`src/rtl/uspm_map.svh`:
```
// register offsets, reset values and timing counts of the suspend/mode block
`ifndef USPM_MAP_SVH
`define USPM_MAP_SVH
`define USPM_OFS_LINE 8'h1a
`define USPM_OFS_EPMS 8'h1b
`define USPM_OFS_CLK 8'h1c
`define USPM_LINE_RESET 8'hc0
`define USPM_EPMS_RESET 8'h00
`define USPM_CLK_RESET 8'h00
`define USPM_SUSPEND_MS 3
`define USPM_CLK_MHZ 100
`define USPM_SUSPEND_CYC (`USPM_SUSPEND_MS * 1000 * `USPM_CLK_MHZ)
`define USPM_WAKE_US 2000
`define USPM_WAKE_CYC (`USPM_WAKE_US * `USPM_CLK_MHZ)
`define USPM_RESET_US 10
`define USPM_RESET_CYC (`USPM_RESET_US * `USPM_CLK_MHZ)
`endif

```
`src/rtl/uspm_pkg.sv`:
```
// types of the suspend/mode block
package uspm_pkg;
  typedef enum logic [1:0] {
    USPM_ACTIVE = 2'b00,
    USPM_SUSP = 2'b01,
    USPM_RESUMING = 2'b11
  } uspm_bus_t;
  typedef struct packed {
    logic dp;
    logic dm;
  } uspm_lines_t;
  typedef struct packed {
    logic [7:0] addr;
    logic [7:0] wdata;
    logic wr;
    logic rd;
  } uspm_req_t;
endpackage

```
`src/rtl/uspm_count.sv`:
```
// timeout counter: counts while enabled, pulses done once at the limit
`timescale 1ns/100ps
module uspm_count #(
  parameter int LIMIT = 16
) (
  input wire logic clk,
  input wire logic reset,
  input wire logic run,
  output logic done
);
  logic [31:0] cnt_q;
  // count up while run, hold at limit so done pulses once
  always_ff @(posedge clk) begin
    if (reset || !run) begin
      cnt_q <= 32'h0000_0000;
    end else if (cnt_q != LIMIT[31:0]) begin
      cnt_q <= cnt_q + 32'h0000_0001;
    end
  end
  assign done = run && (cnt_q == LIMIT[31:0] - 32'h0000_0001);
endmodule // uspm_count

```
`src/rtl/uspm_top.sv`:
```
// suspend, resume, remote wake-up, bus reset and usb/ps2 line mode control
//
// Chosen here: the plain strobed port.
`timescale 1ns/100ps
`include "uspm_map.svh"
module uspm_top #(
  parameter int SUSPEND_CYC = `USPM_SUSPEND_CYC,
  parameter int WAKE_CYC = `USPM_WAKE_CYC,
  parameter int RESET_CYC = `USPM_RESET_CYC
) (
  input wire logic clk,
  input wire logic reset,
  input wire uspm_pkg::uspm_req_t req,
  output logic [7:0] rdata,
  input wire uspm_pkg::uspm_lines_t line_in,
  output uspm_pkg::uspm_lines_t line_out,
  output uspm_pkg::uspm_lines_t line_oe_n,
  input wire uspm_pkg::uspm_lines_t sie_out,
  input wire uspm_pkg::uspm_lines_t sie_oe_n,
  input wire logic bus_activity,
  input wire logic ep0_access,
  input wire logic ep1_access,
  input wire logic int_allowed,
  output logic usb_irq,
  output logic bus_clock_enable,
  output logic second_suspend_resistor,
  output logic oscillator_rate_select,
  output logic remote_wake_pulse
);
  import uspm_pkg::*;

  // ----------------------------------------------------------------
  // state
  // ----------------------------------------------------------------
  typedef struct packed {
    uspm_bus_t bus;
    logic suspend;
    logic resume;
    logic bus_reset_event;
    logic legacy_data_out;
    logic legacy_clock_out;
    logic endpoint_zero_request;
    logic endpoint_one_request;
    logic keyboard_port_select;
    logic serial_bus_select;
    logic usb_mode_indicator;
    logic clk_en;
    logic resistor;
    logic rate_sel;
    logic legacy_mode_indicator;
    logic wake;
    logic irq;
    logic [7:0] rdata;
  } uspm_state_t;

  uspm_state_t s_q;
  uspm_state_t s_d;

  logic idle_done;
  logic wake_done;
  logic se0_done;
  logic se0;
  logic resume_k;
  logic legacy_mode;
  logic usb_mode;
  logic legacy_data_in;
  logic legacy_clock_in;
  logic [7:0] line_rd;
  logic [7:0] epms_rd;
  logic [7:0] clk_rd;

  // ----------------------------------------------------------------
  // line conditions and timers
  // ----------------------------------------------------------------
  // low-speed idle is J (D- high); K is D+ high, D- low; SE0 both low
  assign se0 = !line_in.dp && !line_in.dm;
  assign resume_k = line_in.dp && !line_in.dm;
  assign legacy_mode = s_q.keyboard_port_select && !s_q.serial_bus_select;
  assign usb_mode = !s_q.keyboard_port_select && s_q.serial_bus_select;

  // idle timer restarts on any activity; only counts while not suspended
  uspm_count #(.LIMIT(SUSPEND_CYC)) u_idle (
    .clk(clk),
    .reset(reset),
    .run(!bus_activity && s_q.bus == USPM_ACTIVE && !legacy_mode),
    .done(idle_done)
  );

  // wake pulse length, reusing one counter for the remote wake drive
  uspm_count #(.LIMIT(WAKE_CYC)) u_wake (
    .clk(clk),
    .reset(reset),
    .run(s_q.wake),
    .done(wake_done)
  );

  // bus reset needs a sustained single-ended zero, not a short eop
  uspm_count #(.LIMIT(RESET_CYC)) u_se0 (
    .clk(clk),
    .reset(reset),
    .run(se0 && !legacy_mode),
    .done(se0_done)
  );

  // ----------------------------------------------------------------
  // ps2 line view
  // ----------------------------------------------------------------
  // an output bit at 0 pulls the line low, so the input reads 0 too
  assign legacy_data_in = line_in.dm && s_q.legacy_data_out;
  assign legacy_clock_in = line_in.dp && s_q.legacy_clock_out;

  assign line_rd = {s_q.legacy_clock_out, s_q.legacy_data_out, legacy_clock_in,
                    legacy_data_in, s_q.resume, s_q.bus_reset_event, 1'b0,
                    s_q.suspend};
  assign epms_rd = {s_q.usb_mode_indicator, 1'b0, s_q.serial_bus_select,
                    s_q.keyboard_port_select, 2'b00, s_q.endpoint_one_request,
                    s_q.endpoint_zero_request};
  assign clk_rd = {s_q.legacy_mode_indicator, s_q.rate_sel, 1'b0, s_q.resistor,
                   s_q.clk_en, 3'b000};

  // ----------------------------------------------------------------
  // next state
  // ----------------------------------------------------------------
  always_comb begin
    s_d = s_q;
    s_d.irq = 1'b0;
    // read data valid only in the cycle after the strobe
    s_d.rdata = 8'h00;
    if (req.rd) begin
      if (req.addr == `USPM_OFS_LINE) begin
        s_d.rdata = line_rd;
      end else if (req.addr == `USPM_OFS_EPMS) begin
        s_d.rdata = epms_rd;
      end else if (req.addr == `USPM_OFS_CLK) begin
        s_d.rdata = clk_rd;
      end
    end
    // register writes first so that bus reset and wake end below win over writes; an endpoint access is tested against the old flag
    if (req.wr) begin
      if (req.addr == `USPM_OFS_LINE) begin
        s_d.bus_reset_event = req.wdata[2];
        s_d.legacy_data_out = req.wdata[6];
        s_d.legacy_clock_out = req.wdata[7];
        if (req.wdata[1] && s_q.bus == USPM_SUSP) begin
          s_d.wake = 1'b1;
        end
      end else if (req.addr == `USPM_OFS_EPMS) begin
        s_d.endpoint_zero_request = req.wdata[0] && s_q.endpoint_zero_request;
        s_d.endpoint_one_request = req.wdata[1] && s_q.endpoint_one_request;
        s_d.keyboard_port_select = req.wdata[4];
        s_d.serial_bus_select = req.wdata[5];
        s_d.usb_mode_indicator = req.wdata[7];
      end else if (req.addr == `USPM_OFS_CLK) begin
        s_d.clk_en = req.wdata[3];
        s_d.resistor = req.wdata[4];
        s_d.rate_sel = req.wdata[6];
        s_d.legacy_mode_indicator = req.wdata[7];
      end
    end
    if (wake_done) begin
      s_d.wake = 1'b0;
    end
    // suspend / resume sequence
    case (s_q.bus)
      USPM_ACTIVE: begin
        if (idle_done) begin
          s_d.bus = USPM_SUSP;
          s_d.suspend = 1'b1;
          s_d.irq = 1'b1;
        end
      end
      USPM_SUSP: begin
        if (resume_k && !s_q.wake) begin
          s_d.bus = USPM_RESUMING;
          s_d.resume = 1'b1;
          s_d.irq = 1'b1;
        end
      end
      USPM_RESUMING: begin
        // resume flag drops when K ends, before idle comes back
        if (!resume_k) begin
          s_d.resume = 1'b0;
        end
        if (se0 || (!resume_k && line_in.dm)) begin
          s_d.bus = USPM_ACTIVE;
          s_d.suspend = 1'b0;
          s_d.irq = 1'b1;
        end
      end
      default: begin
        s_d.bus = USPM_ACTIVE;
      end
    endcase
    if (se0_done) begin
      s_d.bus_reset_event = 1'b1;
    end
    // a pending flag blocks the next event for that endpoint
    if (ep0_access && !s_q.endpoint_zero_request) begin
      s_d.endpoint_zero_request = 1'b1;
      s_d.irq = s_d.irq || int_allowed;
    end
    if (ep1_access && !s_q.endpoint_one_request) begin
      s_d.endpoint_one_request = 1'b1;
      s_d.irq = s_d.irq || int_allowed;
    end
    if (s_d.irq && !(idle_done || s_q.bus != s_d.bus)) begin
      s_d.irq = int_allowed;
    end
  end

  // ----------------------------------------------------------------
  // state register
  // ----------------------------------------------------------------
  always_ff @(posedge clk) begin
    if (reset) begin
      s_q <= '0;
      s_q.legacy_data_out <= 1'b1;
      s_q.legacy_clock_out <= 1'b1;
      s_q.keyboard_port_select <= 1'b0;
      s_q.serial_bus_select <= 1'b0;
      s_q.clk_en <= 1'b0;
    end else begin
      s_q <= s_d;
    end
  end

  // ----------------------------------------------------------------
  // pins and outputs
  // ----------------------------------------------------------------
  // ps2 is open drain: drive low only for a 0 output bit
  always_comb begin
    line_out = '0;
    line_oe_n = 2'b11;
    if (legacy_mode) begin
      line_out = '0;
      line_oe_n.dm = s_q.legacy_data_out;
      line_oe_n.dp = s_q.legacy_clock_out;
    end else if (usb_mode) begin
      if (s_q.wake) begin
        line_out.dp = 1'b1;
        line_out.dm = 1'b0;
        line_oe_n = 2'b00;
      end else begin
        line_out = sie_out;
        line_oe_n = sie_oe_n;
      end
    end
  end

  assign rdata = s_q.rdata;
  assign usb_irq = s_q.irq;
  assign bus_clock_enable = s_q.clk_en;
  assign second_suspend_resistor = s_q.resistor;
  assign oscillator_rate_select = s_q.rate_sel;
  assign remote_wake_pulse = s_q.wake;

  // ----------------------------------------------------------------
  // checks
  // ----------------------------------------------------------------
  // suspend, resume and bus reset sequence
  AST_SUSP_SET: assert property (@(posedge clk) disable iff (reset)
    idle_done |=> s_q.suspend && usb_irq) else $error("suspend not entered");
  AST_RESUME: assert property (@(posedge clk) disable iff (reset)
    s_q.bus == USPM_SUSP && resume_k && !s_q.wake |=> s_q.resume && usb_irq)
    else $error("resume not flagged");
  AST_RESUME_CLR: assert property (@(posedge clk) disable iff (reset)
    s_q.bus == USPM_RESUMING && !resume_k |=> !s_q.resume)
    else $error("resume flag not cleared");
  AST_EXIT: assert property (@(posedge clk) disable iff (reset)
    s_q.bus == USPM_RESUMING && se0 |=> !s_q.suspend && usb_irq)
    else $error("suspend not left");
  AST_BUS_RST: assert property (@(posedge clk) disable iff (reset)
    se0_done |=> s_q.bus_reset_event) else $error("bus reset missed");
  // remote wake: a write while suspended starts the drive, which forces k on the pins in usb mode
  AST_WAKE_GO: assert property (@(posedge clk) disable iff (reset)
    req.wr && req.addr == `USPM_OFS_LINE && req.wdata[1] && s_q.bus == USPM_SUSP
    && !s_q.wake |=> remote_wake_pulse)
    else $error("remote wake write ignored");
  AST_WAKE_PIN: assert property (@(posedge clk) disable iff (reset)
    usb_mode && s_q.wake |-> !line_oe_n.dp && !line_oe_n.dm && line_out.dp && !line_out.dm)
    else $error("wake pulse not on pins");
  // register fields follow the last write and read back
  AST_CLK_GATE: assert property (@(posedge clk) disable iff (reset)
    req.wr && req.addr == `USPM_OFS_CLK |=> bus_clock_enable == $past(req.wdata[3]))
    else $error("clock enable not written");
  AST_RES_BIT: assert property (@(posedge clk) disable iff (reset)
    req.wr && req.addr == `USPM_OFS_CLK |=> second_suspend_resistor == $past(req.wdata[4]))
    else $error("resistor bit not written");
  AST_USB_IND: assert property (@(posedge clk) disable iff (reset)
    req.wr && req.addr == `USPM_OFS_EPMS |=> s_q.usb_mode_indicator == $past(req.wdata[7]))
    else $error("usb mode indicator not written");
  AST_READ: assert property (@(posedge clk) disable iff (reset)
    req.rd && req.addr == `USPM_OFS_CLK |=> rdata[6] == $past(s_q.rate_sel))
    else $error("rate select readback wrong");
  // reset leaves neither mode selected and both ps2 outputs released
  AST_RST_VAL: assert property (@(posedge clk)
    $past(reset) |-> s_q.legacy_data_out && s_q.legacy_clock_out && !s_q.clk_en
    && !s_q.keyboard_port_select && !s_q.serial_bus_select)
    else $error("reset values wrong");
  // pin ownership in each line mode
  AST_PS2_IN: assert property (@(posedge clk) disable iff (reset)
    !s_q.legacy_data_out |-> !legacy_data_in) else $error("ps2 input not masked");
  AST_PS2_PIN: assert property (@(posedge clk) disable iff (reset)
    legacy_mode && !s_q.legacy_clock_out |-> !line_oe_n.dp && !line_out.dp)
    else $error("ps2 clock not driven");
  AST_PS2_DATA: assert property (@(posedge clk) disable iff (reset)
    legacy_mode && !s_q.legacy_data_out |-> !line_oe_n.dm && !line_out.dm)
    else $error("ps2 data not driven");
  AST_SIE_PASS: assert property (@(posedge clk) disable iff (reset)
    usb_mode && !s_q.wake |-> line_out == sie_out && line_oe_n == sie_oe_n)
    else $error("engine drive not passed to pins");
  // endpoint flags: set on access, held until firmware writes a 0
  AST_EP0: assert property (@(posedge clk) disable iff (reset)
    ep0_access && !s_q.endpoint_zero_request |=> s_q.endpoint_zero_request)
    else $error("endpoint 0 flag missed");
  AST_EP1: assert property (@(posedge clk) disable iff (reset)
    ep1_access && !s_q.endpoint_one_request |=> s_q.endpoint_one_request)
    else $error("endpoint 1 flag missed");
  AST_EP0_IRQ: assert property (@(posedge clk) disable iff (reset)
    ep0_access && !s_q.endpoint_zero_request && int_allowed |=> usb_irq)
    else $error("endpoint 0 interrupt missed");
  AST_EP0_HOLD: assert property (@(posedge clk) disable iff (reset)
    s_q.endpoint_zero_request && !(req.wr && req.addr == `USPM_OFS_EPMS)
    |=> s_q.endpoint_zero_request)
    else $error("endpoint 0 flag lost");
endmodule // uspm_top

```
`config.mk`:
```
export PLATFORM = sky130hd
export DESIGN_NAME = uspm_top
export DESIGN_NICKNAME = d
export VERILOG_FILES = /design/src/rtl/uspm_pkg.sv /design/src/rtl/uspm_count.sv /design/src/rtl/uspm_top.sv
export VERILOG_INCLUDE_DIRS = /design/src /design/src/rtl
export SDC_FILE = /design/constraint.sdc
export NUM_CORES = 1
export LEC_CHECK = 0
export ABC_CLOCK_PERIOD_IN_PS = 2500
export BUFFER_PORTS_ARGS = -buffer_cell sky130_fd_sc_hd__buf_2
export CORE_ASPECT_RATIO = 1.1
export CORE_MARGIN = 4
export CORE_UTILIZATION = 45
export DETAILED_ROUTE_END_ITERATION = 8
export PLACE_DENSITY_LB_ADDON = 0.25
export SLEW_MARGIN = 0
export SYNTH_ARGS = -nofsm -noshare
export SYNTH_HDL_FRONTEND = slang
export SYNTH_SLANG_ARGS = --single-unit
export TNS_END_PERCENT = 5
```
`constraint.sdc`:
```
create_clock -name clk -period 2.5 [get_ports clk]
set_input_delay 0.125 -clock clk [delete_from_list [all_inputs] [get_ports clk]]
set_output_delay 0.125 -clock clk [all_outputs]
set_load 0.05 [all_outputs]
```
# --- Yosys cells after proc, flatten, opt, wreduce, memory -nomap -nowiden ---
# Index checks and enable logic that the tools add are counted.
totals:
  latchBits: 0
  memories: 0
  romBits: 0
  ff_bits: 122
  output_inout_bits: 17
  ram_bits: 0
classes:
  mul: 0
  n_addsub: 3
  eq_ne: 18
  n_reduce_logical: 61
  bitwise_logic: 3
  div: 0
  muxes: 35
  order_cmp: 0
  shift: 0
op_table:
  columns: ["cell", "n"]
  rows:
  - ["adder 32 x 1 -> 32 bit, second input constant", 3]
  - ["equality test 32 x 10 -> 1 bit, second input constant", 1]
  - ["equality test 32 x 18 -> 1 bit, second input constant", 1]
  - ["equality test 32 x 19 -> 1 bit, second input constant", 1]
  - ["!= test 32 x 10 -> 1 bit, second input constant", 1]
  - ["!= test 32 x 18 -> 1 bit, second input constant", 1]
  - ["!= test 32 x 19 -> 1 bit, second input constant", 1]
  - ["equality test 8 x 5 -> 1 bit, second input constant", 3]
  - ["2-to-1 mux 8 bit", 3]
  - ["logical AND 1 bit", 20]
  - ["AND reduction 3 bit", 6]
  - ["nonzero test 2 bit", 8]
  - ["2-to-1 mux 2 bit", 7]
  - ["zero test 1 bit", 13]
  - ["2-to-1 mux 1 bit", 13]
  - ["2-to-1 mux 13 bit", 1]
  - ["2-to-1 mux 3 bit", 3]
  - ["2-to-1 mux 9 bit", 1]
  - ["2-to-1 mux 4 bit", 2]
  - ["logical OR 1 bit", 7]
  - ["!= test 2 x 1 -> 1 bit, second input constant", 3]
  - ["!= test 2 bit, second input constant", 3]
  - ["one-hot mux 2 bit (3 select lines)", 1]
  - ["2-to-1 mux 5 bit", 1]
  - ["other kinds (11)", 16]

# --- Logic depth before layout (Yosys ltp) ---
depth:
  ltp_word: 13
  depth_mapped: 7
  mapped_depth_nobuf: 7

# --- Modules after synthesis ---
# Synthesis repeated with hierarchy kept, for this count alone.
hier_totals:
  cells_unflattened: 738
  area_unflattened_um2: 6209.7
by_module_without_submodules:
  columns: ["mod", "seq_area_each_um2", "cells_each", "area_each_um2", "instances"]
  rows:
  - ["uspm_count at u_idle", 640.6, 205, 1686.6, 1]
  - ["uspm_count at u_wake", 640.6, 198, 1669.1, 1]
  - ["uspm_count at u_se0", 640.6, 197, 1634.1, 1]
  - ["uspm_top", 520.5, 138, 1219.9, 1]

# --- Worst setup path before layout ---
# Ideal clock, no wire load.
synth_timing:
  path_type: "register to register"
  start: "reg u_wake.cnt_q[7]"
  end: "reg u_wake.cnt_q[1]"
  arrival_time_ns: 1.844
  path_buffers: 0
  path_slack_ns: 0.541
  synth_period_minus_slack_ns: 1.959
  path_stages_with_launch: 6
  setup_ns: 0.114
  path_cell_list: "dfxtp_1 -> or4_1 -> or4_4 -> nor3_4 -> mux2i_1 -> nor2_1"
synth_between:
  elab_chain_cells: 1
synth_rtl:
  columns: ["item", "line_no", "text"]
  rows:
  - ["from (decl)", "uspm_count.sv:11", "logic [31:0] cnt_q;"]
  - ["from (signal assigned)", "uspm_count.sv:17", "cnt_q <= cnt_q + 32'h0000_0001;"]
  - ["!= test 32 x 18 -> 1 bit", "uspm_count.sv:16", "end else if (cnt_q != LIMIT[31:0]) begin"]
# No other way between the ends.
# A chain may end at the register's enable or synchronous reset.

# --- Worst setup path after layout ---
layout_timing:
  start: "reg u_se0.cnt_q[1]"
  end: "reg u_se0.cnt_q[16]"
layout_between:
  elab_chain_cells: 1
  elab_cells_between_ends: 2
  classes_between: "1 x add/sub; 1 x eq/ne"
layout_rtl:
  columns: ["item", "line_no"]
  rows:
  - ["from (decl)", "uspm_count.sv:11"]
  - ["from (signal assigned)", "uspm_count.sv:17"]
  - ["adder 32 x 1 -> 32 bit / != test 32 x 10 -> 1 bit (equally long branches)", "uspm_count.sv:17, uspm_count.sv:16"]
# Several ways; a longest one is shown, not always the timed one.

==> results.toml <==
[cts]
htree_num_levels = 4
path_clk_slew_ps = 60
numCtsBuffers = 17
root_buffer = "clkbuf_16"
ctsLongestPathBuffers = 2
numClockSinks = 122
cts_tree = "done"
worst_skew_pair.late_latency_ps = 410

[placement]
gp_congestion = 0.8319
dpl_worst_slack_ps = 361.8
hpwlAfterDp_um = 8569
place_area_um2 = 5977
dp_cells = 828
portBuffers = 46

[power_and_ir_drop]
leakage_nw = 2.365
p_per_area_nw_per_um2 = 671.9
p_total_mw = 4.471
ir_drop_v = 0.0004263

[synth]
synthCells = 649
netlist.area_leader.share = 0.4319
synth-seq-cells = 122
synthesis.nets = 685
async_reset_ff_frac = 0
avgSynthCellArea_um2 = 8.714
synth_common_cells = "dfxtp_1 (122), nor2_1 (108), xor2_1 (68), nand2_1 (39)"
yosysWarnings = 0
netlist_area_um2 = 5655
synth_cell_types = 53
synth-edff-count = 0
ys.flop_type = "dfxtp_1"
synthTopCellsByArea = "dfxtp_1 (43%), xor2_1 (11%), nor2_1 (7.2%), nand4_1 (4.2%), nand3_1 (3.4%)"
synth_top_area_cell = "dfxtp_1"
yosysMostFrequentCell = "dfxtp_1"
yosysSeqAreaShare = 0.4319

[floorplanning]
fp.dieW_um = 114.9
boundaryPins = 47
fp.coreArea_um2 = 12190
rows = 42
die_area_um2 = 14430
initial_core_util = 0.4639
die_y_um = 125.6

[detailed_routing]
wl_per_cell_um = 14.02
ant_nets = 0
vias = 4710
viasPerCell = 5.420
dr.pass1.iters = 4
wirelength_um = 12180
drc_errors = 0
drtIter0Drc = 224

[sta]
holdWs_ps = 19.00
fmaxAchievable_mhz = 463.4
slew_viol_final = 0
period_share = 0.8631
layout_min_cycle_time_ps = 2158
tns_ps = 0
layout_setup_ws_ps = 342.2
rsz0062_at_grt = "no"
worstMarginPinSlew_ps = 763.8
slew-limit-headroom = 0.4869
hold_violations = 0
setup_viol = 0
clock_skew_ps = 6.609

[global_route]
grtUsageTotal = 0.1740
grt_max_degree = 34
grt_pass1_wl_um = 20580
grt_antenna_before_repair = 0
first_global_vias = 4458
overflow = 0

[critical_path]
required_ps = 2840
path_max_fanout = 7
cp.arrival_ps = 2500
rrSetupSlack_ps = 340
crit_type = "flop to flop"
r2r-start = "u_se0.cnt_q[1]$_SDFFE_PP0P_"
endpoint_kind = "flop"
reg2reg_to = "u_se0.cnt_q[16]$_SDFFE_PP0P_"
r2r_cells = 6
cp-start-kind = "flop"

[outcome]
status = "finished, final reports clean"

[layout]
area_delta_synth_final_pct = 17.65
stdcell_count = 869
postLayoutCellArea_um2 = 6654
final_nets = 738
insertedDiodeCount = 0
utilization = 0.5458
drive_gt1_frac = 0.1343

[worst_hold_path]
hold_path.startpoint = "req[4]"
whs_path_depth = 3
whs_endpoint = "line_rd[2]$_SDFFE_PP0P_"
worstHoldPathType = "primary input to flop"

[flow_run]
drv_cap = 0
## how the worst max path moves through the flow
stage	from	end	slack, ps	depth (start not counted)
final	u_se0.cnt_q[1]$_SDFFE_PP0P_	u_se0.cnt_q[16]$_SDFFE_PP0P_	340	6
after global routing	u_se0.cnt_q[1]$_SDFFE_PP0P_	u_se0.cnt_q[16]$_SDFFE_PP0P_	140	6
after global placement	u_wake.cnt_q[7]$_SDFFE_PP0P_	u_wake.cnt_q[1]$_SDFFE_PP0P_	470	5
after CTS	u_se0.cnt_q[1]$_SDFFE_PP0P_	u_se0.cnt_q[16]$_SDFFE_PP0P_	350	6
after floorplan	u_wake.cnt_q[7]$_SDFFE_PP0P_	u_wake.cnt_q[1]$_SDFFE_PP0P_	540	5
after detailed placement	u_se0.cnt_q[1]$_SDFFE_PP0P_	u_se0.cnt_q[16]$_SDFFE_PP0P_	360	6
## timing repair
action / 4_1_cts / 5_1_grt
gates resized for setup: 0 / 0
hold buffers: 9 / 0
hold endpoints to repair: 9 / 0
setup buffers: 0 / 0
## state kept, by name (all words and copies together), names as in the netlist
register	count
bus_clock_enable	1
u_idle.cnt_q	32
line_rd	5
rdata	8
s_q	2
clk_rd	1
usb_irq	1
u_wake.cnt_q	32
remote_wake_pulse	1
epms_rd	5
u_se0.cnt_q	32
second_suspend_resistor	1
oscillator_rate_select	1
## logic make-up after synthesis
kind of cell,synth area share
AND/OR/NAND/NOR,0.3192
buffers and inverters,0.03916
XOR/XNOR,0.1285
flip-flops,0.4319
adder cells (fa/ha/maj),0.01327
AO/OA/AOI/OAI,0.05178
multiplexers,0.01615
## metal layers
layer	share of wire	GRT usage	vias up
li1	-	-	2376
met1	0.46	0.2159	2249
met2	0.49	0.2820	66
met3	0.036	0.04833	19
met4	0.018	0.07251	0
met5	0	0	-
## cell type report
cell class                      count  area, um2
Clock inverter                     12      150.1
Clock buffer                       20      436.7
Sequential cell                   122       2442
Inverter                           18      67.56
Multi-Input combinational cell    481       2992
Timing Repair Buffer               62      372.9
Tap cell                          154      192.7
Fill cell                        1116       5538
## worst max-delay path: stages (launching register included)
cell,delay [ps]
dfxtp_1,390
ha_1,250
and4_1,370
nor4b_2,460
nand3_1,160
or3_1,320
a21oi_1,140
## power by group
group | total [mW] | internal (mW) | switching, mW
combinational | 0.0992 | 0.0445 | 0.0547
clock | 2.41 | 1.56 | 0.852
sequential | 1.96 | 1.95 | 0.00702
total | 4.47 | 3.56 | 0.914
## cells in the final DEF (no fill, tap or decap), types with 17 or more instances in the layout
master and instances:
dfxtp_1 122, nor2_1 108, xor2_1 68, buf_2 46, nand2_1 39, nand4_1 38, nand3_1 38, a21oi_1 20
and3_1 19, inv_1 18, nor4_1 17, clkbuf_16 17
Power figures use the tool's default switching activity.
